### src/rtl/vtsup_cfg.svh
// Constants of the voltage transformer supervision block: offsets, fields, resets, timing.
// Assumes inclusion by bare name from the block and the bench.
`ifndef VTSUP_CFG_SVH
`define VTSUP_CFG_SVH
// =====================================================================
// Register offsets (byte addresses)
`define VTSUP_OFF_CTRL     8'h00
`define VTSUP_OFF_LOW      8'h04
`define VTSUP_OFF_HIGH     8'h08
`define VTSUP_OFF_ANGLE    8'h0c
`define VTSUP_OFF_DELAY    8'h10
`define VTSUP_OFF_STATUS   8'h14
`define VTSUP_OFF_IRQ_STAT 8'h18
`define VTSUP_OFF_IRQ_MASK 8'h1c
// =====================================================================
// Control fields
`define VTSUP_CTRL_ALLOW   3
`define VTSUP_CTRL_FORCE   4
`define VTSUP_CTRL_BUSCHK  8
`define VTSUP_CTRL_LINECHK 9
// =====================================================================
// Settings: magnitudes in 0.01 x nominal_voltage, angles in 0.1 deg
`define VTSUP_LOW_MIN   12'h005
`define VTSUP_LOW_MAX   12'h032
`define VTSUP_LOW_RST   12'h005
`define VTSUP_HIGH_MIN  12'h001
`define VTSUP_HIGH_MAX  12'h06e
`define VTSUP_HIGH_RST  12'h050
`define VTSUP_ANG_MIN   12'h014
`define VTSUP_ANG_MAX   12'h384
`define VTSUP_ANG_RST   12'h032
`define VTSUP_ANG_FULL  12'he10
`define VTSUP_ANG_HALF  12'h708
`define VTSUP_SEQ_FWD   12'h4b0
`define VTSUP_SEQ_REV   12'h960
`define VTSUP_SEQ_TOL   12'h064
`define VTSUP_DELAY_RST 16'h0014
// =====================================================================
// Timing
`define VTSUP_CLK_PS    4000
`define VTSUP_TICK_MS   5
`define VTSUP_HIST_MS   40
`endif

### src/rtl/vtsup_pkg.sv
// Types of the voltage transformer supervision block.
// Assumes the constants header is compiled alongside.
package vtsup_pkg;
  // =====================================================================
  // Enumerations
  typedef enum logic [2:0] {
    VTSUP_ON, VTSUP_BLOCKED, VTSUP_TEST, VTSUP_TEST_BLOCKED, VTSUP_OFF
  } vtsup_mode_t;
  typedef enum logic [2:0] {
    VTSUP_NORMAL, VTSUP_START, VTSUP_LINE_FAIL, VTSUP_BUS_FAIL, VTSUP_ST_BLOCKED
  } vtsup_status_t;
  typedef enum logic [2:0] {
    VTSUP_BUS_DEAD, VTSUP_LIVE_OK, VTSUP_LIVE_REV, VTSUP_LIVE_UNDEF, VTSUP_LIVE_PROBLEM
  } vtsup_bus_t;
endpackage

### src/rtl/vtsup_core.sv
// Voltage transformer supervision: three-phase level and four-channel angle-jump checks on a 5 ms tick, AXI4-Lite registers.
// Assumes magnitudes and angles arrive on core_clk_in; fuse and block inputs are pins.
//
// The register addresses and the AXI4-Lite slave port were left to the implementer.
`timescale 1ns/1ps
`include "vtsup_cfg.svh"
module vtsup_core #(
  parameter int TICK_CYCLES = (`VTSUP_TICK_MS * 1000000) / (`VTSUP_CLK_PS / 1000),
  parameter int HIST_DEPTH  = `VTSUP_HIST_MS / `VTSUP_TICK_MS
) (
  // Clock and reset
  input  wire logic        core_clk_in,
  input  wire logic        rst_n_in,
  // Measurement front end
  input  wire logic [47:0] mag_in,
  input  wire logic [47:0] angle_in,
  // Pins
  input  wire logic        bus_breaker_trip_input_in,
  input  wire logic        line_breaker_trip_input_in,
  input  wire logic        block_in,
  // AXI4-Lite
  input  wire logic [7:0]  awaddr_in,
  input  wire logic        awvalid_in,
  output logic             awready_out,
  input  wire logic [31:0] wdata_in,
  input  wire logic [3:0]  wstrb_in,
  input  wire logic        wvalid_in,
  output logic             wready_out,
  output logic [1:0]       bresp_out,
  output logic             bvalid_out,
  input  wire logic        bready_in,
  input  wire logic [7:0]  araddr_in,
  input  wire logic        arvalid_in,
  output logic             arready_out,
  output logic [31:0]      rdata_out,
  output logic [1:0]       rresp_out,
  output logic             rvalid_out,
  input  wire logic        rready_in,
  // Results
  output logic             start_out,
  output logic             alarm_out,
  output logic             line_transformer_fail_out,
  output logic             bus_transformer_fail_out,
  output logic             blocked_out,
  output logic [2:0]       status_out,
  output logic [2:0]       bus_state_out,
  output logic             irq_out
);
  // =====================================================================
  // Helpers
  function automatic logic [11:0] clamp(input logic [11:0] v, lo, hi);
    clamp = (v < lo) ? lo : ((v > hi) ? hi : v);
  endfunction
  // Shortest angular distance, wrapped at a full turn
  function automatic logic [11:0] ang_dist(input logic [11:0] a, b);
    logic [11:0] d;
    d = (a >= b) ? a - b : b - a;
    ang_dist = (d > `VTSUP_ANG_HALF) ? `VTSUP_ANG_FULL - d : d;
  endfunction
  function automatic logic near(input logic [11:0] v, t);
    near = ((v >= t) ? v - t : t - v) <= `VTSUP_SEQ_TOL;
  endfunction
  // Lead of a over b within one turn; 13 bits so the sum cannot overflow
  function automatic logic [11:0] ang_lead(input logic [11:0] a, b);
    logic [12:0] s;
    s = {1'b0, a} + 13'(`VTSUP_ANG_FULL) - {1'b0, b};
    ang_lead = (s >= 13'(`VTSUP_ANG_FULL)) ? 12'(s - 13'(`VTSUP_ANG_FULL)) : s[11:0];
  endfunction
  // =====================================================================
  // Settings and status registers
  vtsup_pkg::vtsup_mode_t   mode_reg;
  vtsup_pkg::vtsup_status_t force_sel_reg;
  vtsup_pkg::vtsup_status_t stat_next;
  vtsup_pkg::vtsup_bus_t    bus_next;
  logic        allow_reg, force_reg, bus_chk_reg, line_chk_reg;
  logic [11:0] low_reg, high_reg, ang_lim_reg;
  logic [15:0] delay_reg, dly_cnt_reg;
  logic [4:0]  irq_stat_reg, irq_mask_reg, ev;
  logic [31:0] st_word;
  // =====================================================================
  // Pin synchronisers: a change counts once stages two and three agree
  logic [2:0] s_bus, s_line, s_blk;
  logic       bus_f_reg, line_f_reg, blk_f_reg;
  always_ff @(posedge core_clk_in or negedge rst_n_in) begin
    if (!rst_n_in) begin
      s_bus <= 3'h0; s_line <= 3'h0; s_blk <= 3'h0;
      bus_f_reg <= 1'b0; line_f_reg <= 1'b0; blk_f_reg <= 1'b0;
    end else begin
      s_bus  <= {s_bus[1:0], bus_breaker_trip_input_in};
      s_line <= {s_line[1:0], line_breaker_trip_input_in};
      s_blk  <= {s_blk[1:0], block_in};
      if (s_bus[1] == s_bus[2]) bus_f_reg <= s_bus[2];
      if (s_line[1] == s_line[2]) line_f_reg <= s_line[2];
      if (s_blk[1] == s_blk[2]) blk_f_reg <= s_blk[2];
    end
  end
  // =====================================================================
  // 5 ms evaluation tick
  logic [31:0] tick_cnt_reg;
  logic        tick_reg;
  always_ff @(posedge core_clk_in or negedge rst_n_in) begin
    if (!rst_n_in) begin
      tick_cnt_reg <= 32'h0;
      tick_reg     <= 1'b0;
    end else begin
      tick_reg     <= (tick_cnt_reg == 32'(TICK_CYCLES - 1));
      tick_cnt_reg <= (tick_cnt_reg == 32'(TICK_CYCLES - 1)) ? 32'h0 : tick_cnt_reg + 32'h1;
    end
  end
  // =====================================================================
  // Angle history: the oldest entry is 40 ms old once the pipe fills
  logic [11:0] hist [4][HIST_DEPTH];
  logic [11:0] mag_reg [4];
  logic [11:0] ang_reg [4];
  always_ff @(posedge core_clk_in or negedge rst_n_in) begin
    if (!rst_n_in) begin
      for (int c = 0; c < 4; c++) begin
        mag_reg[c] <= 12'h0;
        ang_reg[c] <= 12'h0;
        for (int k = 0; k < HIST_DEPTH; k++) hist[c][k] <= 12'h0;
      end
    end else if (tick_reg) begin
      for (int c = 0; c < 4; c++) begin
        mag_reg[c] <= mag_in[c*12 +: 12];
        ang_reg[c] <= angle_in[c*12 +: 12];
        hist[c][0] <= ang_reg[c];
        for (int k = 1; k < HIST_DEPTH; k++) hist[c][k] <= hist[c][k-1];
      end
    end
  end
  // =====================================================================
  // Pick-up and sequence decisions on the latched phases
  logic [2:0] below, above;
  logic       low_any, high_two, jump, pick, dead, seq_fwd, seq_rev;
  always_comb begin
    jump = 1'b0;
    for (int c = 0; c < 3; c++) begin
      below[c] = mag_reg[c] < low_reg;
      above[c] = mag_reg[c] > high_reg;
    end
    for (int c = 0; c < 4; c++)
      jump = jump | (ang_dist(ang_reg[c], hist[c][HIST_DEPTH-1]) >= ang_lim_reg);
    low_any  = |below;
    high_two = (above[0] & above[1]) | (above[0] & above[2]) | (above[1] & above[2]);
    pick     = (low_any | high_two) & jump;
    dead     = &below;
    seq_fwd  = near(ang_lead(ang_reg[0], ang_reg[1]), `VTSUP_SEQ_FWD);
    seq_rev  = near(ang_lead(ang_reg[0], ang_reg[1]), `VTSUP_SEQ_REV);
    if (dead) bus_next = vtsup_pkg::VTSUP_BUS_DEAD;
    else if (pick) bus_next = vtsup_pkg::VTSUP_LIVE_PROBLEM;
    else if (seq_fwd) bus_next = vtsup_pkg::VTSUP_LIVE_OK;
    else if (seq_rev) bus_next = vtsup_pkg::VTSUP_LIVE_REV;
    else bus_next = vtsup_pkg::VTSUP_LIVE_UNDEF;
  end
  // =====================================================================
  // Status evaluation, once per tick
  logic blk;
  assign blk = blk_f_reg | (mode_reg == vtsup_pkg::VTSUP_BLOCKED) |
               (mode_reg == vtsup_pkg::VTSUP_TEST_BLOCKED);
  always_comb begin
    if (bus_chk_reg && bus_f_reg) stat_next = vtsup_pkg::VTSUP_BUS_FAIL;
    else if (line_chk_reg && line_f_reg) stat_next = vtsup_pkg::VTSUP_LINE_FAIL;
    else if (pick && blk) stat_next = vtsup_pkg::VTSUP_ST_BLOCKED;
    else if (pick) stat_next = vtsup_pkg::VTSUP_START;
    else stat_next = vtsup_pkg::VTSUP_NORMAL;
    if (force_reg) stat_next = force_sel_reg;
  end
  always_ff @(posedge core_clk_in or negedge rst_n_in) begin
    if (!rst_n_in) begin
      status_out <= 3'h0; bus_state_out <= 3'h0; start_out <= 1'b0;
      alarm_out <= 1'b0; line_transformer_fail_out <= 1'b0;
      bus_transformer_fail_out <= 1'b0; blocked_out <= 1'b0; dly_cnt_reg <= 16'h0;
    end else if (tick_reg) begin
      if (mode_reg == vtsup_pkg::VTSUP_OFF) begin
        status_out <= 3'h0; bus_state_out <= 3'h0; start_out <= 1'b0;
        alarm_out <= 1'b0; line_transformer_fail_out <= 1'b0;
        bus_transformer_fail_out <= 1'b0; blocked_out <= 1'b0; dly_cnt_reg <= 16'h0;
      end else begin
        status_out                <= stat_next;
        bus_state_out             <= bus_next;
        start_out                 <= stat_next == vtsup_pkg::VTSUP_START;
        line_transformer_fail_out <= stat_next == vtsup_pkg::VTSUP_LINE_FAIL;
        bus_transformer_fail_out  <= stat_next == vtsup_pkg::VTSUP_BUS_FAIL;
        blocked_out               <= stat_next == vtsup_pkg::VTSUP_ST_BLOCKED;
        // A block after start drops the start and restarts the delay
        if (stat_next == vtsup_pkg::VTSUP_START) begin
          if (dly_cnt_reg < delay_reg) dly_cnt_reg <= dly_cnt_reg + 16'h1;
          alarm_out <= (dly_cnt_reg + 16'h1 >= delay_reg) | alarm_out;
        end else begin
          dly_cnt_reg <= 16'h0;
          alarm_out   <= 1'b0;
        end
      end
    end
  end
  // =====================================================================
  // Interrupt sources: rising edges of the result outputs
  logic [4:0] ev_prev_reg;
  assign ev = {blocked_out, bus_transformer_fail_out, line_transformer_fail_out,
               alarm_out, start_out};
  always_ff @(posedge core_clk_in or negedge rst_n_in) begin
    if (!rst_n_in) ev_prev_reg <= 5'h0;
    else ev_prev_reg <= ev;
  end
  // =====================================================================
  // AXI4-Lite write channel; address and data taken in either order
  logic        aw_got, w_got;
  logic [7:0]  aw_a;
  logic [31:0] w_d;
  logic [3:0]  w_s;
  logic        do_wr;
  assign do_wr = aw_got & w_got & ~bvalid_out;
  always_ff @(posedge core_clk_in or negedge rst_n_in) begin
    if (!rst_n_in) begin
      aw_got <= 1'b0; w_got <= 1'b0; aw_a <= 8'h0; w_d <= 32'h0; w_s <= 4'h0;
      awready_out <= 1'b1; wready_out <= 1'b1; bvalid_out <= 1'b0; bresp_out <= 2'h0;
    end else begin
      if (awvalid_in && awready_out) begin
        aw_got <= 1'b1; aw_a <= awaddr_in; awready_out <= 1'b0;
      end
      if (wvalid_in && wready_out) begin
        w_got <= 1'b1; w_d <= wdata_in; w_s <= wstrb_in; wready_out <= 1'b0;
      end
      if (do_wr) begin
        bvalid_out <= 1'b1;
        bresp_out  <= (aw_a[7:2] > 6'h07) ? 2'h2 : 2'h0; // Offsets from 0x20 up give SLVERR
      end
      if (bvalid_out && bready_in) begin
        bvalid_out <= 1'b0; aw_got <= 1'b0; w_got <= 1'b0;
        awready_out <= 1'b1; wready_out <= 1'b1;
      end
    end
  end
  // Register writes; settings clamp into range so no illegal value is held
  always_ff @(posedge core_clk_in or negedge rst_n_in) begin
    if (!rst_n_in) begin
      mode_reg <= vtsup_pkg::VTSUP_ON; allow_reg <= 1'b0; force_reg <= 1'b0;
      force_sel_reg <= vtsup_pkg::VTSUP_NORMAL; bus_chk_reg <= 1'b1; line_chk_reg <= 1'b1;
      low_reg <= `VTSUP_LOW_RST; high_reg <= `VTSUP_HIGH_RST; ang_lim_reg <= `VTSUP_ANG_RST;
      delay_reg <= `VTSUP_DELAY_RST; irq_mask_reg <= 5'h0;
    end else if (do_wr) begin
      unique case (aw_a)
        `VTSUP_OFF_CTRL: if (w_s[0] && w_s[1]) begin
          allow_reg <= w_d[`VTSUP_CTRL_ALLOW];
          if (w_d[`VTSUP_CTRL_ALLOW] && w_d[2:0] <= 3'h4)
            mode_reg <= vtsup_pkg::vtsup_mode_t'(w_d[2:0]);
          force_reg <= w_d[`VTSUP_CTRL_FORCE];
          if (w_d[7:5] <= 3'h4) force_sel_reg <= vtsup_pkg::vtsup_status_t'(w_d[7:5]);
          bus_chk_reg  <= w_d[`VTSUP_CTRL_BUSCHK];
          line_chk_reg <= w_d[`VTSUP_CTRL_LINECHK];
        end
        `VTSUP_OFF_LOW:   if (w_s[0] && w_s[1])
          low_reg <= clamp(w_d[11:0], `VTSUP_LOW_MIN, `VTSUP_LOW_MAX);
        `VTSUP_OFF_HIGH:  if (w_s[0] && w_s[1])
          high_reg <= clamp(w_d[11:0], `VTSUP_HIGH_MIN, `VTSUP_HIGH_MAX);
        `VTSUP_OFF_ANGLE: if (w_s[0] && w_s[1])
          ang_lim_reg <= clamp(w_d[11:0], `VTSUP_ANG_MIN, `VTSUP_ANG_MAX);
        `VTSUP_OFF_DELAY: if (w_s[0] && w_s[1]) delay_reg <= w_d[15:0];
        `VTSUP_OFF_IRQ_MASK: if (w_s[0]) irq_mask_reg <= w_d[4:0];
        default: ;
      endcase
    end
  end
  // Any unmasked sticky bit
  logic irq_any;
  assign irq_any = |(irq_stat_reg & irq_mask_reg);
  // Sticky events; a new event wins over a write-one clear
  always_ff @(posedge core_clk_in or negedge rst_n_in) begin
    if (!rst_n_in) begin
      irq_stat_reg <= 5'h0;
      irq_out      <= 1'b0;
    end else begin
      irq_stat_reg <= (irq_stat_reg & ~((do_wr && aw_a == `VTSUP_OFF_IRQ_STAT && w_s[0]) ?
                      w_d[4:0] : 5'h0)) | (ev & ~ev_prev_reg);
      irq_out      <= irq_any;
    end
  end
  // =====================================================================
  // AXI4-Lite read channel, one cycle to answer
  assign st_word = {17'h0, blk_f_reg, line_f_reg, bus_f_reg, 1'b0, jump, high_two, low_any,
                    1'b0, bus_state_out, 1'b0, status_out};
  always_ff @(posedge core_clk_in or negedge rst_n_in) begin
    if (!rst_n_in) begin
      arready_out <= 1'b1; rvalid_out <= 1'b0; rdata_out <= 32'h0; rresp_out <= 2'h0;
    end else if (arvalid_in && arready_out) begin
      arready_out <= 1'b0; rvalid_out <= 1'b1; rresp_out <= 2'h0;
      unique case (araddr_in)
        `VTSUP_OFF_CTRL: rdata_out <= {22'h0, line_chk_reg, bus_chk_reg, force_sel_reg,
                                       force_reg, allow_reg, mode_reg};
        `VTSUP_OFF_LOW:      rdata_out <= {20'h0, low_reg};
        `VTSUP_OFF_HIGH:     rdata_out <= {20'h0, high_reg};
        `VTSUP_OFF_ANGLE:    rdata_out <= {20'h0, ang_lim_reg};
        `VTSUP_OFF_DELAY:    rdata_out <= {16'h0, delay_reg};
        `VTSUP_OFF_STATUS:   rdata_out <= st_word;
        `VTSUP_OFF_IRQ_STAT: rdata_out <= {27'h0, irq_stat_reg};
        `VTSUP_OFF_IRQ_MASK: rdata_out <= {27'h0, irq_mask_reg};
        default: begin
          rdata_out <= 32'h0;
          rresp_out <= 2'h2;
        end
      endcase
    end else if (rvalid_out && rready_in) begin
      rvalid_out  <= 1'b0;
      arready_out <= 1'b1;
    end
  end

  logic on_tick;
  assign on_tick = tick_reg && mode_reg != vtsup_pkg::VTSUP_OFF && !force_reg;
endmodule

### config.mk
export PLATFORM = sky130hd
export DESIGN_NAME = vtsup_core
export DESIGN_NICKNAME = d
export VERILOG_FILES = /design/src/rtl/vtsup_pkg.sv /design/src/rtl/vtsup_core.sv
export VERILOG_INCLUDE_DIRS = /design/src /design/src/rtl
export SDC_FILE = /design/constraint.sdc
export NUM_CORES = 1
export LEC_CHECK = 0
export ABC_AREA = 0
export BUFFER_PORTS_ARGS = -buffer_cell sky130_fd_sc_hd__clkbuf_2
export CORE_MARGIN = 2
export CORE_UTILIZATION = 32
export CTS_CLUSTER_SIZE = 30
export DETAILED_ROUTE_END_ITERATION = 6
export SYNTH_ARGS = -nofsm -noshare
export SYNTH_HDL_FRONTEND = slang
export SYNTH_SLANG_ARGS = --single-unit
### constraint.sdc
create_clock -name core_clk_in -period 19.3 [get_ports core_clk_in]
set_input_delay 3.86 -clock core_clk_in [delete_from_list [all_inputs] [get_ports core_clk_in]]
set_output_delay 3.86 -clock core_clk_in [all_outputs]
set_load 0.03 [all_outputs]
==> summary.txt <==
drt drc = 0
n_diodes = 0
Lkg Pwr = 19.9 nW
final setup fails = 0
routed vias/inst = 4.95
max-cap viol count = 0
CP Launch Type = register
Slew headroom = 14.3%
Worst Path Max Fanout = 15
commonest non-fill, non-tap cell in the layout = dfrtp_1
CTS resizes = 0
Hold Path Class = reg -> reg
CTS tree = done
drt pass-1 iters = 5
drt wl/cell = 16.6 um
Core Box Area = 112000 sq um
VDD IR max = 0.0511 mV
Hold Buf Count CTS = 0
die footprint = 116000 sq um
Crit Path Category = reg -> reg
layout cells sized above 1 = 22.8%
total track usage = 14.2%
Root Buffer = clkbuf_16
CP max-delay cell = a221o_1
Initial Utilization = 32.2%
Crit path required time = 19.79 ns
drt total wl = 82800 um
Final HPWL DP = 60600 um
Worst Path Arrival = 8.43 ns
commonest non-fill, non-tap cells in the layout = dfrtp_1, mux2_2, ha_1, nand2_1, inv_1
status = complete, no violations
drt initial violations = 1608
period utilization = 41.2%
total negative setup slack = 0 ns
final core occ = 36.6%
gr busiest metal = met2
largest buffer count on any clock path = 3
Area Growth Syn to Fin = 13.8%
DIE WIDTH = 340 um
grt total ovfl = 0
YS warnings = 0
first-pass GRT wire length = 134000 um
Seq/Total Area, Yosys = 46.4%
worst skew pair latency = 0.64 ns
Seq cells post-synth = 669
initial antenna violation count = 4
Peak Freq = 126 MHz
setup repair bufs after CTS = 0
Crit. End Element = register
Synth Area per Inst = 11.0 sq um
via count = 24700
Inserted Clock Buffers = 74
RSZ-0062 raised after global routing = no
max-slew violations = 0
async set or reset register ratio after synthesis = 100%
Worst Max-Slew Pin Slew = 1.29 ns
met2 Use GR = 23.0%
Post-synth top flop = dfrtp_1
final hold vios = 0
largest net degree at the start of global routing = 212
Post-synth EDFFs = 0
vias in the first global route = 24500
M3 GR Usage = 2.45%
Final GP Congestion = 0.868
row count = 123
post-synth cell types = 96
clock slew at reported path FFs = 0.06 ns
ANT nets after route = 0
cells after synthesis = 3294
cell mode on critical path = a21oi_1
max incr delay on CP = 0.57 ns
max reg flops = 384
min Tclk post-route = 7.95 ns
Sink Count = 669
number of I/O pins = 211
clk_skew = 0.0222 ns
Die Y = 340 um
input/output buffers = 162
post-layout net count = 3882
H-tree depth = 3
met1 Use GR = 19.7%
cell area after synthesis = 36100 sq um
Pwr Density = 78.2 nW/um^2
synthesized netlist by cell type (21+ instances only):
master,instances,area (sq um)
a21o_1,84,631
a21oi_1,137,686
a22oi_1,32,240
and3_1,25,156
clkbuf_1,103,387
dfrtp_1,655,16400
ha_1,277,3470
inv_1,233,875
mux2_2,430,4840
mux2i_1,32,320
nand2_1,242,908
nand2b_1,28,175
nand3_1,69,345
nand4_1,40,250
nor2_1,107,402
nor2b_1,23,144
nor3_1,41,205
nor4_1,23,144
o21a_1,32,240
o21ai_0,197,986
o21bai_1,21,158
xnor2_1,90,788
xor2_1,36,315
layer usage:
metal	wire (um)	share of wire [%]
met5	37	0.045
met4	1780	2.1
met3	4050	4.9
met2	38100	46
met1	38800	47
kinds of logic (layout without fill, tap and decap cells):
| kind of cell | count (synthesis) | count (layout) | share of synthesized area, % |
|---|---|---|---|
| AO/OA/AOI/OAI | 706 | 706 | 12.9 |
| AND/OR/NAND/NOR | 669 | 669 | 8.98 |
| XOR/XNOR | 127 | 127 | 3.13 |
| buffers and inverters | 370 | 559 | 4.07 |
| flip-flops | 669 | 669 | 46.4 |
| multiplexers | 463 | 463 | 14.3 |
| adder cells (fa/ha/maj) | 289 | 289 | 10.2 |
| other | 1 | 18 | 0.0104 |
final timing paths:
| check | start | end | slack (ns) | depth (start not counted) |
|---|---|---|---|---|
| hold reg to reg | s_bus[0] | s_bus[1] | 0.35 | 0 |
| setup reg to reg | ang_reg[36] | dly_cnt_reg[6] | 11.35 | 33 |
| setup / recovery | ang_reg[36] | dly_cnt_reg[6] | 11.35 | 33 |
| hold / removal | s_bus[0] | s_bus[1] | 0.35 | 0 |
| max in group asynchronous | rst_n_in | hist[23] | 13.56 | 3 |
| min in group asynchronous | rst_n_in | hist[331] | 3.31 | 1 |
report_power, final:
part,leakage [nW],switching (mW),internal [mW]
logic,9.69,0.132,0.0842
clock network,1.25,0.612,0.865
registers,8.93,0.0765,1.45
metrics by stage:
| stage | std cells | total power, mW | area [sq um] | hold slack [ns] | setup slack [ns] |
|---|---|---|---|---|---|
| final | 5000 | 3.22 | 41100 | 0.349 | 11.35 |
| after global routing | 5000 | 3.35 | 41100 | 0.353 | 10.68 |
| after CTS | 5000 | 3.26 | 41100 | 0.352 | 11.32 |
| after detailed placement | 4862 | 1.76 | 38500 | 0.339 | 11.31 |
| after global placement | 4862 | 1.76 | 38500 | 0.333 | 11.36 |
| after floorplan | 3311 | 1.65 | 36200 | 0.331 | 12.88 |
critical path: cells and delay by family (launching register included):
kind / cells / cell delay (ns)
simple gates: 5 / 0.86
compound gates: 17 / 3.76
flops: 1 / 0.39
mux: 2 / 0.64
buf+inv: 5 / 0.98
fa+ha+maj: 4 / 1.17
cell type report:
class,instances,area (sq um)
fillers,11000,71100
multi-input cells,2272,18000
flip-flops and latches,669,16800
clock buffers,97,2070
well taps,1500,1880
repair buffers,187,1030
inverters,234,881
clock inverters,41,497
Note: power is estimated with default switching activity, not from simulation.
